===== src/hw/hdsv_pkg.sv =====
// Purpose: Shared constants and types for the headphone offset servo control block.
// Assumes: 16-bit registers reached by a simple synchronous register port.
// Notes:   Offsets are the register addresses of the control interface.
package hdsv_pkg;

   // ----------------------------------------------------------------------
   // Register map
   // ----------------------------------------------------------------------
   localparam logic [7:0]  ADDR_TRIG_ENA    = 8'h54;
   localparam logic [7:0]  ADDR_SERIES_TIME = 8'h55;
   localparam logic [7:0]  ADDR_OFFSET_VAL  = 8'h57;
   localparam logic [7:0]  ADDR_DONE_STAT   = 8'h58;

   // ----------------------------------------------------------------------
   // Field positions
   // ----------------------------------------------------------------------
   localparam int          BIT_L_SINGLE     = 13;
   localparam int          BIT_R_SINGLE     = 12;
   localparam int          BIT_L_SERIES     = 9;
   localparam int          BIT_R_SERIES     = 8;
   localparam int          BIT_L_STARTUP    = 5;
   localparam int          BIT_R_STARTUP    = 4;
   localparam int          BIT_L_VALWR      = 3;
   localparam int          BIT_R_VALWR      = 2;
   localparam int          BIT_L_ENA        = 1;
   localparam int          BIT_R_ENA        = 0;
   localparam int          POS_COUNT_LSB    = 5;
   localparam int          POS_PERIOD_LSB   = 0;
   localparam int          POS_CORR_DONE    = 8;
   localparam int          POS_VALWR_DONE   = 4;
   localparam int          POS_START_DONE   = 0;

   // ----------------------------------------------------------------------
   // Reset values
   // ----------------------------------------------------------------------
   localparam logic [6:0]  RST_SERIES_COUNT = 7'h2A;
   localparam logic [3:0]  RST_PERIOD_EXP   = 4'hA;
   localparam logic [15:0] RST_OFFSETS      = 16'h0000;

   // ----------------------------------------------------------------------
   // Timing: clock rate and unit period of periodic updates
   // ----------------------------------------------------------------------
   localparam longint      CLK_HZ           = 40_000_000;
   localparam int          PERIOD_UNIT_MS   = 256;
   localparam longint      PERIOD_UNIT_CYC  = (CLK_HZ * PERIOD_UNIT_MS) / 1000;
   localparam int          UPDATE_CYC       = 64;   // Length of one correction update.

   // ----------------------------------------------------------------------
   // Types
   // ----------------------------------------------------------------------
   typedef enum logic [2:0] {
      HDSV_IDLE    = 3'b000,
      HDSV_SINGLE  = 3'b001,
      HDSV_SERIES  = 3'b010,
      HDSV_STARTUP = 3'b011,
      HDSV_VALWR   = 3'b100
   } hdsv_mode_t;

   typedef struct packed {
      logic       single_go;
      logic       series_go;
      logic       startup_go;
      logic       valwr_go;
      logic       enable;
      logic [6:0] series_count;
      logic [7:0] offset_value;
   } hdsv_chan_cmd_t;

   typedef struct packed {
      logic       single_busy;
      logic       series_busy;
      logic       startup_busy;
      logic       valwr_busy;
      logic       startup_done;
      logic       valwr_done;
   } hdsv_chan_stat_t;

endpackage : hdsv_pkg


===== src/hw/hdsv_channel.sv =====
// Purpose: One channel's correction sequencer for the offset servo.
// Assumes: Commands arrive as one-cycle pulses from the register block.
// Notes:   The analogue measurement is outside; each update is a fixed count.
`timescale 1ns/1ps
module hdsv_channel
   import hdsv_pkg::*;
#(
   parameter int UPD_CYC = UPDATE_CYC
) (
   // Clock and reset
   input  wire logic            clk,
   input  wire logic            resetn,
   // Command and periodic tick
   input  wire hdsv_chan_cmd_t  cmd,
   input  wire logic            period_tick,
   // Status and offset drive
   output hdsv_chan_stat_t      stat,
   output logic [7:0]           offset_drive
);

   // The update counter is 16 bits wide, so longer updates cannot be served.
   if (UPD_CYC < 1 || UPD_CYC > 65536) begin : g_bad_upd
      $error("UPD_CYC must lie between 1 and 65536.");
   end

   hdsv_mode_t  mode_ff;
   logic [15:0] upd_cnt_ff;
   logic [6:0]  left_ff;
   logic        upd_end;

   assign upd_end = (upd_cnt_ff == 16'(UPD_CYC - 1));

   // ----------------------------------------------------------------------
   // Mode sequencer
   // ----------------------------------------------------------------------
   // Start a correction only when enabled; a new go is ignored while busy.
   always_ff @(posedge clk) begin
      if (!resetn) begin
         mode_ff    <= HDSV_IDLE;
         upd_cnt_ff <= 16'h0000;
         left_ff    <= 7'h00;
      end else if (mode_ff == HDSV_IDLE) begin
         upd_cnt_ff <= 16'h0000;
         if (cmd.enable) begin
            if (cmd.startup_go) begin
               mode_ff <= HDSV_STARTUP;
            end else if (cmd.valwr_go) begin
               mode_ff <= HDSV_VALWR;
            end else if (cmd.series_go) begin
               mode_ff <= HDSV_SERIES;
               left_ff <= cmd.series_count;   // Count plus one updates.
            end else if (cmd.single_go || period_tick) begin
               mode_ff <= HDSV_SINGLE;
            end
         end
      end else if (!cmd.enable) begin
         mode_ff <= HDSV_IDLE;                // Disabling aborts the correction.
      end else if (upd_end) begin
         upd_cnt_ff <= 16'h0000;
         if (mode_ff == HDSV_SERIES && left_ff != 7'h00) begin
            left_ff <= left_ff - 7'h01;
         end else begin
            mode_ff <= HDSV_IDLE;
         end
      end else begin
         upd_cnt_ff <= upd_cnt_ff + 16'h0001;
      end
   end

   // ----------------------------------------------------------------------
   // Completion flags
   // ----------------------------------------------------------------------
   // Done flags stay until their own go arrives again while idle and enabled; completion wins.
   // Busy flags (in stat) and the applied offset (offset_drive) share this process with the done flags.
   always_ff @(posedge clk) begin
      if (!resetn) begin
         stat.startup_done <= 1'b0;
         stat.valwr_done   <= 1'b0;
         stat.single_busy  <= 1'b0;
         stat.series_busy  <= 1'b0;
         stat.startup_busy <= 1'b0;
         stat.valwr_busy   <= 1'b0;
         offset_drive      <= 8'h00;
      end else begin
         stat.single_busy  <= (mode_ff == HDSV_SINGLE);
         stat.series_busy  <= (mode_ff == HDSV_SERIES);
         stat.startup_busy <= (mode_ff == HDSV_STARTUP);
         stat.valwr_busy   <= (mode_ff == HDSV_VALWR);
         if (mode_ff == HDSV_STARTUP && upd_end && cmd.enable) begin
            stat.startup_done <= 1'b1;
         end else if (mode_ff == HDSV_IDLE && cmd.enable && cmd.startup_go) begin
            stat.startup_done <= 1'b0;
         end
         if (mode_ff == HDSV_VALWR && upd_end && cmd.enable) begin
            stat.valwr_done <= 1'b1;
         end else if (mode_ff == HDSV_IDLE && cmd.enable && cmd.valwr_go) begin
            stat.valwr_done <= 1'b0;
         end
         // An aborted value-write leaves the applied offset untouched.
         if (mode_ff == HDSV_VALWR && upd_end && cmd.enable) begin
            offset_drive <= cmd.offset_value;
         end
      end
   end

endmodule : hdsv_channel


===== src/hw/hdsv_servo_ctrl.sv =====
// Purpose: Register file and control for a two-channel headphone offset servo.
// Assumes: Synchronous register port, one access per cycle, read data registered.
// Notes:   Summary of operation is listed below.
//
// Summary of operation
// RULE1 - Bit 13 write starts left single correction
// RULE2 - Bit 12 write starts right single correction
// RULE3 - Single trigger bits read busy state
// RULE4 - Bits 9/8 start left/right series
// RULE5 - Series and value-write bits read value-write busy
// RULE6 - Bits 5/4 start left/right start-up
// RULE7 - Start-up bits read start-up busy
// RULE8 - Bits 3/2 select left/right value-write
// RULE9 - Bits 1/0 enable left/right servo
// RULE10 - Series count field gives value+1 updates
// RULE11 - Period field spaces periodic updates, zero off
// RULE12 - Signed offsets applied in value-write mode
// RULE13 - Bits 9:8 report value-write or start-up done
// RULE14 - Bits 5:4 report value-write completion
// RULE15 - Value-write field encodes left high, right low
// RULE16 - Bits 1:0 report start-up completion
// RULE17 - Trigger bits clear when correction finishes
`timescale 1ns/1ps
module hdsv_servo_ctrl
   import hdsv_pkg::*;
#(
   parameter longint UNIT_CYC = PERIOD_UNIT_CYC,
   parameter int     UPD_CYC  = UPDATE_CYC
) (
   // Clock and reset
   input  wire logic        clk,
   input  wire logic        resetn,
   // Register port
   input  wire logic        reg_wr,
   input  wire logic        reg_rd,
   input  wire logic [7:0]  reg_addr,
   input  wire logic [15:0] reg_wdata,
   output logic [15:0]      reg_rdata_ff,
   // Offset values and servo enables applied to the output stages
   output logic [7:0]       left_headphone_output_ff,
   output logic [7:0]       right_headphone_output_ff,
   output logic             left_servo_enable_ff,
   output logic             right_servo_enable_ff
);

   // The unit counter is 32 bits wide, so longer units cannot be served.
   if (UNIT_CYC < 1 || UNIT_CYC > 64'h1_0000_0000) begin : g_bad_unit
      $error("UNIT_CYC must lie between 1 and 2**32.");
   end

   // ----------------------------------------------------------------------
   // Configuration registers
   // ----------------------------------------------------------------------
   logic [6:0]      series_update_count_ff;
   logic [3:0]      periodic_update_exponent_ff;
   logic [7:0]      left_offset_value_ff;
   logic [7:0]      right_offset_value_ff;
   logic            wr_trig;
   logic            wr_timing;
   logic            wr_offset;

   assign wr_trig   = reg_wr && (reg_addr == ADDR_TRIG_ENA);
   assign wr_timing = reg_wr && (reg_addr == ADDR_SERIES_TIME);
   assign wr_offset = reg_wr && (reg_addr == ADDR_OFFSET_VAL);

   // Channel enables steer whether any correction may run.
   always_ff @(posedge clk) begin
      if (!resetn) begin
         left_servo_enable_ff  <= 1'b0;
         right_servo_enable_ff <= 1'b0;
      end else if (wr_trig) begin
         left_servo_enable_ff  <= reg_wdata[BIT_L_ENA];                 // [RULE9]
         right_servo_enable_ff <= reg_wdata[BIT_R_ENA];                 // [RULE9]
      end
   end

   // Series count and periodic exponent.
   always_ff @(posedge clk) begin
      if (!resetn) begin
         series_update_count_ff      <= RST_SERIES_COUNT;
         periodic_update_exponent_ff <= RST_PERIOD_EXP;
      end else if (wr_timing) begin
         series_update_count_ff      <= reg_wdata[POS_COUNT_LSB +: 7];  // [RULE10]
         periodic_update_exponent_ff <= reg_wdata[POS_PERIOD_LSB +: 4]; // [RULE11]
      end
   end

   // Signed offset values for value-write mode.
   always_ff @(posedge clk) begin
      if (!resetn) begin
         left_offset_value_ff  <= RST_OFFSETS[15:8];
         right_offset_value_ff <= RST_OFFSETS[7:0];
      end else if (wr_offset) begin
         left_offset_value_ff  <= reg_wdata[15:8];                      // [RULE12]
         right_offset_value_ff <= reg_wdata[7:0];                       // [RULE12]
      end
   end

   // ----------------------------------------------------------------------
   // Periodic update timer
   // ----------------------------------------------------------------------
   // Unit counter makes one tick per 0.256 s; exponent counter counts units.
   logic [31:0]     unit_cnt_ff;
   logic [15:0]     unit_num_ff;
   logic            period_tick_ff;
   logic            unit_end;
   logic [15:0]     unit_target;

   assign unit_end    = (unit_cnt_ff == 32'(UNIT_CYC - 1));
   assign unit_target = 16'h0001 << periodic_update_exponent_ff;

   always_ff @(posedge clk) begin
      if (!resetn || periodic_update_exponent_ff == 4'h0) begin
         unit_cnt_ff    <= 32'h0000_0000;
         unit_num_ff    <= 16'h0000;
         period_tick_ff <= 1'b0;                                        // [RULE11]
      end else begin
         period_tick_ff <= 1'b0;
         if (unit_end) begin
            unit_cnt_ff <= 32'h0000_0000;
            if (unit_num_ff >= unit_target - 16'h0001) begin
               unit_num_ff    <= 16'h0000;
               period_tick_ff <= 1'b1;                                  // [RULE11]
            end else begin
               unit_num_ff <= unit_num_ff + 16'h0001;
            end
         end else begin
            unit_cnt_ff <= unit_cnt_ff + 32'h0000_0001;
         end
      end
   end

   // ----------------------------------------------------------------------
   // Channel sequencers
   // ----------------------------------------------------------------------
   hdsv_chan_cmd_t  left_cmd;
   hdsv_chan_cmd_t  right_cmd;
   hdsv_chan_stat_t left_stat;
   hdsv_chan_stat_t right_stat;
   logic [7:0]      left_drive;
   logic [7:0]      right_drive;

   // Writes of 1 to trigger bits become one-cycle launch pulses.
   always_comb begin
      left_cmd.single_go     = wr_trig && reg_wdata[BIT_L_SINGLE];     // [RULE1]
      right_cmd.single_go    = wr_trig && reg_wdata[BIT_R_SINGLE];     // [RULE2]
      left_cmd.series_go     = wr_trig && reg_wdata[BIT_L_SERIES];     // [RULE4]
      right_cmd.series_go    = wr_trig && reg_wdata[BIT_R_SERIES];     // [RULE4]
      left_cmd.startup_go    = wr_trig && reg_wdata[BIT_L_STARTUP];    // [RULE6]
      right_cmd.startup_go   = wr_trig && reg_wdata[BIT_R_STARTUP];    // [RULE6]
      left_cmd.valwr_go      = wr_trig && reg_wdata[BIT_L_VALWR];      // [RULE8]
      right_cmd.valwr_go     = wr_trig && reg_wdata[BIT_R_VALWR];      // [RULE8]
      left_cmd.enable        = left_servo_enable_ff;                   // [RULE9]
      right_cmd.enable       = right_servo_enable_ff;                  // [RULE9]
      left_cmd.series_count  = series_update_count_ff;                 // [RULE10]
      right_cmd.series_count = series_update_count_ff;                 // [RULE10]
      left_cmd.offset_value  = left_offset_value_ff;
      right_cmd.offset_value = right_offset_value_ff;
   end

   hdsv_channel #(
      .UPD_CYC      (UPD_CYC)
   ) u_left (
      .clk          (clk),
      .resetn       (resetn),
      .cmd          (left_cmd),
      .period_tick  (period_tick_ff),
      .stat         (left_stat),
      .offset_drive (left_drive)
   );

   hdsv_channel #(
      .UPD_CYC      (UPD_CYC)
   ) u_right (
      .clk          (clk),
      .resetn       (resetn),
      .cmd          (right_cmd),
      .period_tick  (period_tick_ff),
      .stat         (right_stat),
      .offset_drive (right_drive)
   );

   // Offsets driven to the output stages after value-write completes.
   always_ff @(posedge clk) begin
      if (!resetn) begin
         left_headphone_output_ff  <= 8'h00;
         right_headphone_output_ff <= 8'h00;
      end else begin
         left_headphone_output_ff  <= left_drive;                      // [RULE12]
         right_headphone_output_ff <= right_drive;                     // [RULE12]
      end
   end

   // ----------------------------------------------------------------------
   // Read back
   // ----------------------------------------------------------------------
   logic [15:0]     trig_view;
   logic [15:0]     done_view;
   logic [1:0]      value_write_done_flags;
   logic [1:0]      startup_done_flags;
   logic [1:0]      correction_done_flags;

   assign value_write_done_flags = {left_stat.valwr_done, right_stat.valwr_done};   // [RULE15]
   assign startup_done_flags     = {left_stat.startup_done, right_stat.startup_done}; // [RULE16]
   assign correction_done_flags  = value_write_done_flags | startup_done_flags;     // [RULE13]

   // Trigger bits read busy state and fall back to 0 on finish.
   always_comb begin
      trig_view                = 16'h0000;
      trig_view[BIT_L_SINGLE]  = left_stat.single_busy;                // [RULE3] [RULE17]
      trig_view[BIT_R_SINGLE]  = right_stat.single_busy;               // [RULE3] [RULE17]
      trig_view[BIT_L_SERIES]  = left_stat.valwr_busy || left_stat.series_busy;   // [RULE5]
      trig_view[BIT_R_SERIES]  = right_stat.valwr_busy || right_stat.series_busy; // [RULE5]
      trig_view[BIT_L_STARTUP] = left_stat.startup_busy;               // [RULE7] [RULE17]
      trig_view[BIT_R_STARTUP] = right_stat.startup_busy;              // [RULE7] [RULE17]
      trig_view[BIT_L_VALWR]   = left_stat.valwr_busy;                 // [RULE5] [RULE17]
      trig_view[BIT_R_VALWR]   = right_stat.valwr_busy;                // [RULE5] [RULE17]
      trig_view[BIT_L_ENA]     = left_servo_enable_ff;
      trig_view[BIT_R_ENA]     = right_servo_enable_ff;
   end

   // Completion status word.
   always_comb begin
      done_view                           = 16'h0000;
      done_view[POS_CORR_DONE +: 2]       = correction_done_flags;     // [RULE13]
      done_view[POS_VALWR_DONE +: 2]      = value_write_done_flags;    // [RULE14]
      done_view[POS_START_DONE +: 2]      = startup_done_flags;        // [RULE16]
   end

   // Registered read data; unmapped addresses read zero.
   always_ff @(posedge clk) begin
      if (!resetn) begin
         reg_rdata_ff <= 16'h0000;
      end else if (reg_rd) begin
         unique case (reg_addr)
            ADDR_TRIG_ENA:    reg_rdata_ff <= trig_view;
            ADDR_SERIES_TIME: reg_rdata_ff <= {4'h0, series_update_count_ff, 1'b0,
                                               periodic_update_exponent_ff};
            ADDR_OFFSET_VAL:  reg_rdata_ff <= {left_offset_value_ff, right_offset_value_ff};
            ADDR_DONE_STAT:   reg_rdata_ff <= done_view;
            default:          reg_rdata_ff <= 16'h0000;
         endcase
      end
   end

endmodule : hdsv_servo_ctrl


===== config.mk =====
export PLATFORM = sky130hd
export DESIGN_NAME = hdsv_servo_ctrl
export DESIGN_NICKNAME = d
export VERILOG_FILES = /design/src/hw/hdsv_pkg.sv /design/src/hw/hdsv_channel.sv /design/src/hw/hdsv_servo_ctrl.sv
export SDC_FILE = /design/constraint.sdc
export NUM_CORES = 1
export LEC_CHECK = 0
export BUFFER_PORTS_ARGS = -buffer_cell sky130_fd_sc_hd__buf_2
export CAP_MARGIN = 20
export CORE_MARGIN = 1.5
export CORE_UTILIZATION = 51
export CTS_CLUSTER_DIAMETER = 50
export DETAILED_ROUTE_END_ITERATION = 6
export PLACE_DENSITY_LB_ADDON = 0.2
export SYNTH_ARGS = -nofsm -noshare
export SYNTH_HDL_FRONTEND = slang
export SYNTH_SLANG_ARGS = --single-unit

===== constraint.sdc =====
create_clock -name clk -period 8 [get_ports clk]
set_clock_uncertainty 0.05 [all_clocks]
set_input_delay 1.6 -clock clk [delete_from_list [all_inputs] [get_ports clk]]
set_output_delay 1.6 -clock clk [all_outputs]
set_load 0.01 [all_outputs]

==> results of run 1 <==
[placed cells by master (no fill, tap or decap), types with 5 or more instances in the layout]
cell type and count:
buf_2 61, dfxtp_1 190, nor2b_1 6, clkbuf_16 17
buf_4 7, nor2_1 120, nor4_1 20, nand3_1 93
and3_1 17, a21oi_1 55, xor2_1 40, inv_8 6
a21oi_2 8, mux2i_1 24, nand2_1 84, nor3_1 17
o31ai_1 8, inv_1 27, nand2b_1 8, ha_1 25
and2_1 28, a221oi_1 7, o21ai_0 30, or4_1 5
nand4_1 36, a22oi_1 6, nor4_2 7, xnor2_1 38
or3_1 8, and4_1 6, o22ai_1 6
[worst paths after layout]
path | from | endpoint | cells after the start
worst min-delay path | reg_rdata_ff[4] | reg_rdata_ff[4] | 2
worst max register to register | periodic_update_exponent_ff[3] | unit_num_ff[5] | 13
worst min register to register | reg_rdata_ff[4] | reg_rdata_ff[4] | 2
worst max-delay path | periodic_update_exponent_ff[3] | unit_num_ff[5] | 13
[logic make-up (layout without fill, tap and decap cells)]
family	count (synthesis)	after routing	synth area share
buffers and inverters	86	128	0.0448
XOR/XNOR	78	78	0.0751
flip-flops	190	190	0.418
AO/OA/AOI/OAI	162	162	0.116
multiplexers	24	24	0.0264
AND/OR/NAND/NOR	491	491	0.285
other	1	1	0.000412
adder cells (fa/ha/maj)	25	25	0.0344
[metal layers]
layer  vias up  GRT usage  part of all wire
li1       3819          -                 -
met1      3630      0.324              0.49
met2       170      0.363              0.45
met5         -          0                 0
met4         0     0.0745             0.017
met3        31     0.0378             0.046
[state kept, by name, summed over array words and instances (netlist names), 3 cells and up]
signal / flops
u_right.offset_drive: 8
reg_rdata_ff: 16
right_offset_value_ff: 8
left_offset_value_ff: 8
u_right.mode_ff: 3
right_headphone_output_ff: 8
left_headphone_output_ff: 8
u_right.upd_cnt_ff: 16
u_right.left_ff: 7
unit_num_ff: 16
u_right.stat: 6
u_left.mode_ff: 3
series_update_count_ff: 7
u_left.left_ff: 7
u_left.stat: 6
u_left.upd_cnt_ff: 16
periodic_update_exponent_ff: 4
u_left.offset_drive: 8
unit_cnt_ff: 32
[worst max-delay path: cells and delay by family, from the launching register on]
kind                     cells  cell delay (ns)
AND/OR/NAND/NOR              5             1.88
adder cells (fa/ha/maj)      2             0.62
AO/OA/AOI/OAI                6             1.00
flip-flops                   1             0.45
[through the flow]
step / area [um2] / hold slack [ns] / std cells / total power, mW
2_1_floorplan: 9090 / 0.379 / 1057 / 0.998
3_3_place_gp: 9440 / 0.386 / 1292 / 1.02
3_5_place_dp: 9440 / 0.391 / 1292 / 1.02
4_1_cts: 10000 / 0.405 / 1324 / 1.87
5_1_grt: 10000 / 0.431 / 1324 / 1.91
6_report: 10000 / 0.399 / 1324 / 1.86
[power by group through the flow]
| stage | combinational (mW) | clock [mW] | sequential [mW] |
|---|---|---|---|
| 3_3_place_gp | 0.0461 | 0 | 0.970 |
| 5_1_grt | 0.0508 | 0.913 | 0.948 |
| 6_report | 0.0464 | 0.864 | 0.948 |
| 4_1_cts | 0.0462 | 0.879 | 0.948 |
| 3_5_place_dp | 0.0459 | 0 | 0.970 |
| 2_1_floorplan | 0.0286 | 0 | 0.970 |
[area by class of cell]
class / instances / area [um2] / area share
multi-input combinational: 781 / 4890 / 0.487
inverter: 28 / 105 / 0.0105
clock inverter: 15 / 171 / 0.0171
tap: 225 / 282 / 0.0280
clock buffer: 17 / 425 / 0.0424
sequential: 190 / 3800 / 0.379
timing repair buffer: 68 / 358 / 0.0356
==> flow_summary.ini, run 1 <==
[floorplan]
fp.dieH_um = 137
dieWidth_um = 137
row_count = 48
start_util = 0.524
io_pins = 62
die-area_um2 = 18600
core_area_um2 = 17400

[drt]
antenna_left = 0
vias = 7650
drcViolationCount = 0
firstDrtPassIters = 5
vias_per_cell = 5.78
dr.first_iter.drc_count = 507
drt_wl_total_um = 20700
wire_per_inst_um = 15.7

[sta]
finalCritPeriodShare = 0.512
rsz0062_at_grt = false
slew_viol_final = 0
worst_slack_ns = 3.91
finalHoldViolCount = 0
max_slew.worst_pin.slew_ns = 1.04
fin_crit_ns = 4.09
slew_headroom = 0.302
setup_viol = 0
finalSetupTns_ns = 0
fmaxAchievable_ghz = 0.244

[yosys]
yosysWarnings = 0
synth_most_common_cell = dfxtp_1
yosysUniqueCellTypes = 73
postSynth.asyncResetShare = 0
synth_edf_count = 0
synth_top_area_cell = dfxtp_1
synth_seq_cells = 190
synth_top_cell_area_share = 0.418
synthCells = 1057
synth_common_cells = 190 x dfxtp_1, 120 x nor2_1, 93 x nand3_1, 84 x nand2_1, 55 x a21oi_1
synth_area_leaders = dfxtp_1 42%, nand3_1 5.1%, nor2_1 5.0%
syn_avg_cell_area_um2 = 8.60
syn_nets = 1110
syn_area_um2 = 9090
synth_ff_type = dfxtp_1
ys_seq_area_frac = 0.418

[critical_path]
cp-end-kind = flip-flop
arrival_ns = 4.40
cp_common_cell = a21oi_1
crit_slowest_cell = nand3_1
cp-start-kind = flip-flop
crit_required_ns = 8.30
worst-path-max-fanout = 16
max_stage_delay_ns = 0.68
critPathKind = flip-flop to flip-flop
reg2reg_slack_ns = 3.91
crit_chain = nor3_1 -> nand2b_1 -> ha_1 -> or2_2 -> o21ai_0 -> a22o_1 -> a21oi_1 -> ha_1 -> a21oi_1 -> a21boi_0 -> nor4bb_1 -> nand3_1 -> a21oi_1

[power]
switching_power_uw = 452
combPwrFrac = 0.025
swShare = 0.243
clockPowerShare = 0.465
p_seq_frac = 0.510
internal_power_mw = 1.41
peakVddDrop_mv = 0.150
p_per_area_nw_per_um2 = 185
cellLeakagePower_nw = 3.71

[grt]
grt_usage = 0.231
antenna_found_initial = 0
gr-total-overflow = 0
grt_max_degree = 63
grt_pass1_vias = 7002
grt_pass1_wl_um = 34700

[clock_network]
cts.sinks = 190
clk_path_buf_depth = 2
clock_latency_ns = 0.44
clk_pin_slew_ns = 0.07
numCtsBuffers = 17
cts_hold_buffers = 0
ctsHtreeMaxLevel = 4
root_buffer = clkbuf_16
tritoncts = yes
cts_setup_buffers = 0
post_cts_resized = 0

[status]
status = complete, no violations

[layout]
fin_nets = 1139
final_core_util = 0.578
fillers = 1594
diodes = 0
drive_gt1_frac = 0.122
area.growth.synth_to_final_pct = 10.4

[placed_design]
port_buffers = 61
dp_hpwl_um = 14400
place_ws_ns = 3.95
routabilityCongestion = 0.858

[hold_path]
hold_path_class = flip-flop to flip-flop

[job]
maxCapViolations = 0
(Power assumes the default switching activity.)
==> run 2: changes to the inputs <==
==> constraint.sdc (replaced) <==
create_clock -name clk -period 3.7 [get_ports clk]
set_clock_uncertainty 0.05 [all_clocks]
set_input_delay 0.74 -clock clk [delete_from_list [all_inputs] [get_ports clk]]
set_output_delay 0.74 -clock clk [all_outputs]
set_load 0.01 [all_outputs]
==> flow_summary.ini, run 2 (synthesis results as in run 1) <==
[sta]
setup_viol = 0
slew_viol_final = 0
max_slew.worst_pin.slew_ns = 0.784
rsz0062_at_grt = false
finalCritPeriodShare = 0.857
fin_crit_ns = 3.17
finalSetupTns_ns = 0
slew_headroom = 0.476
fmaxAchievable_ghz = 0.315
finalHoldViolCount = 0

[status]
status = complete, no violations

[critical_path]
r2r_start = periodic_update_exponent_ff[3]
max_stage_delay_ns = 0.40
r2r-end = unit_num_ff[1]
cp_common_cell = a21oi_1
cp-start-kind = flip-flop
cp-end-kind = flip-flop
crit_chain = nor3_1 -> nand2b_1 -> ha_1 -> or2_2 -> a21oi_1 -> nor2_1 -> ha_1 -> a21o_1 -> a21oi_1 -> nor4bb_1 -> nand3_1 -> buf_4 -> a21oi_1
worst-path-max-fanout = 8
arrival_ns = 3.49
crit_required_ns = 4.02
critPathKind = flip-flop to flip-flop
r2r_cells = 13
crit_slowest_cell = nor4bb_1
reg2reg_slack_ns = 0.53

[floorplan]
core_area_um2 = 17400
dieWidth_um = 137
io_pins = 62
die-area_um2 = 18600
fp.dieH_um = 137
row_count = 48
start_util = 0.524

[grt]
grt_usage = 0.228
antenna_found_initial = 0
gr-total-overflow = 0
grt_max_degree = 55
grt_pass1_wl_um = 34000
grt_pass1_vias = 6848

[layout]
final_core_util = 0.586
fin_nets = 1150
mostFrequentLayoutCells = 190 x dfxtp_1, 120 x nor2_1, 93 x nand3_1, 84 x nand2_1, 61 x buf_2
largest_register_ff_count = 32
fillers = 1565
diodes = 0
area.growth.synth_to_final_pct = 11.8
largest-register = unit_cnt_ff
drive_gt1_frac = 0.131
final_common_cell = dfxtp_1

[drt]
drt_wl_total_um = 20700
drcViolationCount = 0
firstDrtPassIters = 6
wire_per_inst_um = 15.5
antenna_left = 0
vias_per_cell = 5.72
vias = 7635
dr.first_iter.drc_count = 665

[power]
clockPowerShare = 0.468
peakVddDrop_mv = 0.327
p_per_area_nw_per_um2 = 398
combPwrFrac = 0.026
cellLeakagePower_nw = 3.78
p_seq_frac = 0.506
swShare = 0.257
switching_power_mw = 1.04
internal_power_mw = 3.01

[clock_network]
tritoncts = yes
root_buffer = clkbuf_16
numCtsBuffers = 17
post_cts_resized = 0
cts_hold_buffers = 0
cts.sinks = 190
ctsHtreeMaxLevel = 4
cts_setup_buffers = 0
clk_pin_slew_ns = 0.08
clock_latency_ns = 0.45
clk_path_buf_depth = 2

[placed_design]
port_buffers = 61
routabilityCongestion = 0.872
dp_hpwl_um = 14300

[hold_path]
min_path_cells = 2
whs_endpoint = reg_rdata_ff[8]
hold_path_class = flip-flop to flip-flop
hold_start = reg_rdata_ff[8]

[job]
maxCapViolations = 0
[run 2: worst max-delay path by stage]
stage | from | to | cells past startpoint
after floorplan | periodic_update_exponent_ff[2] | unit_num_ff[6] | 15
after global placement | periodic_update_exponent_ff[3] | unit_num_ff[8] | 14
after detailed placement | periodic_update_exponent_ff[3] | unit_num_ff[4] | 14
after CTS | periodic_update_exponent_ff[3] | unit_num_ff[4] | 14
after global routing | periodic_update_exponent_ff[3] | unit_num_ff[3] | 13
final | periodic_update_exponent_ff[3] | unit_num_ff[1] | 13
[run 2: power groups by stage]
| stage | logic (mW) | registers, mW | clock network (mW) |
|---|---|---|---|
| after floorplan | 0.0619 | 2.10 | 0 |
| after global placement | 0.104 | 2.10 | 0 |
| after detailed placement | 0.103 | 2.10 | 0 |
| after CTS | 0.104 | 2.05 | 1.92 |
| after global routing | 0.113 | 2.05 | 2.01 |
| final | 0.105 | 2.05 | 1.89 |
[run 2: final cells by class]
| type | instances | area [um2] | area share |
|---|---|---|---|
| inverter | 28 | 105 | 0.0103 |
| timing repair buffer | 79 | 440 | 0.0433 |
| tap | 225 | 282 | 0.0277 |
| clock buffer | 17 | 425 | 0.0419 |
| sequential | 190 | 3800 | 0.374 |
| clock inverter | 15 | 215 | 0.0212 |
| multi-input combinational | 781 | 4890 | 0.481 |
[run 2: stage by stage]
stage          hold slack (ns)  setup WS, ns  cells  total power [mW]  area (um2)
2_1_floorplan            0.379         0.369   1057              2.16        9090
3_3_place_gp             0.390         0.636   1303              2.20        9520
3_5_place_dp             0.389         0.553   1303              2.20        9520
4_1_cts                  0.408         0.524   1335              4.07       10200
5_1_grt                  0.423         0.220   1335              4.17       10200
6_report                 0.403         0.529   1335              4.05       10200
[run 2: worst max-delay path, delay by kind of cell (launching register included)]
kind	cells	cell delay (ns)
simple gates	6	1.30
compound gates	4	0.66
fa+ha+maj	2	0.59
flops	1	0.31
buf+inv	1	0.19
[run 2: per-layer routing]
| layer | part of all wire | track usage | vias up | routed length (um) |
|---|---|---|---|---|
| met5 | 0 | 0 | - | 0 |
| met4 | 0.020 | 0.0857 | 0 | 409 |
| met3 | 0.059 | 0.0404 | 33 | 1230 |
| met2 | 0.43 | 0.340 | 216 | 8880 |
| met1 | 0.49 | 0.326 | 3545 | 10200 |
| li1 | - | - | 3841 | - |
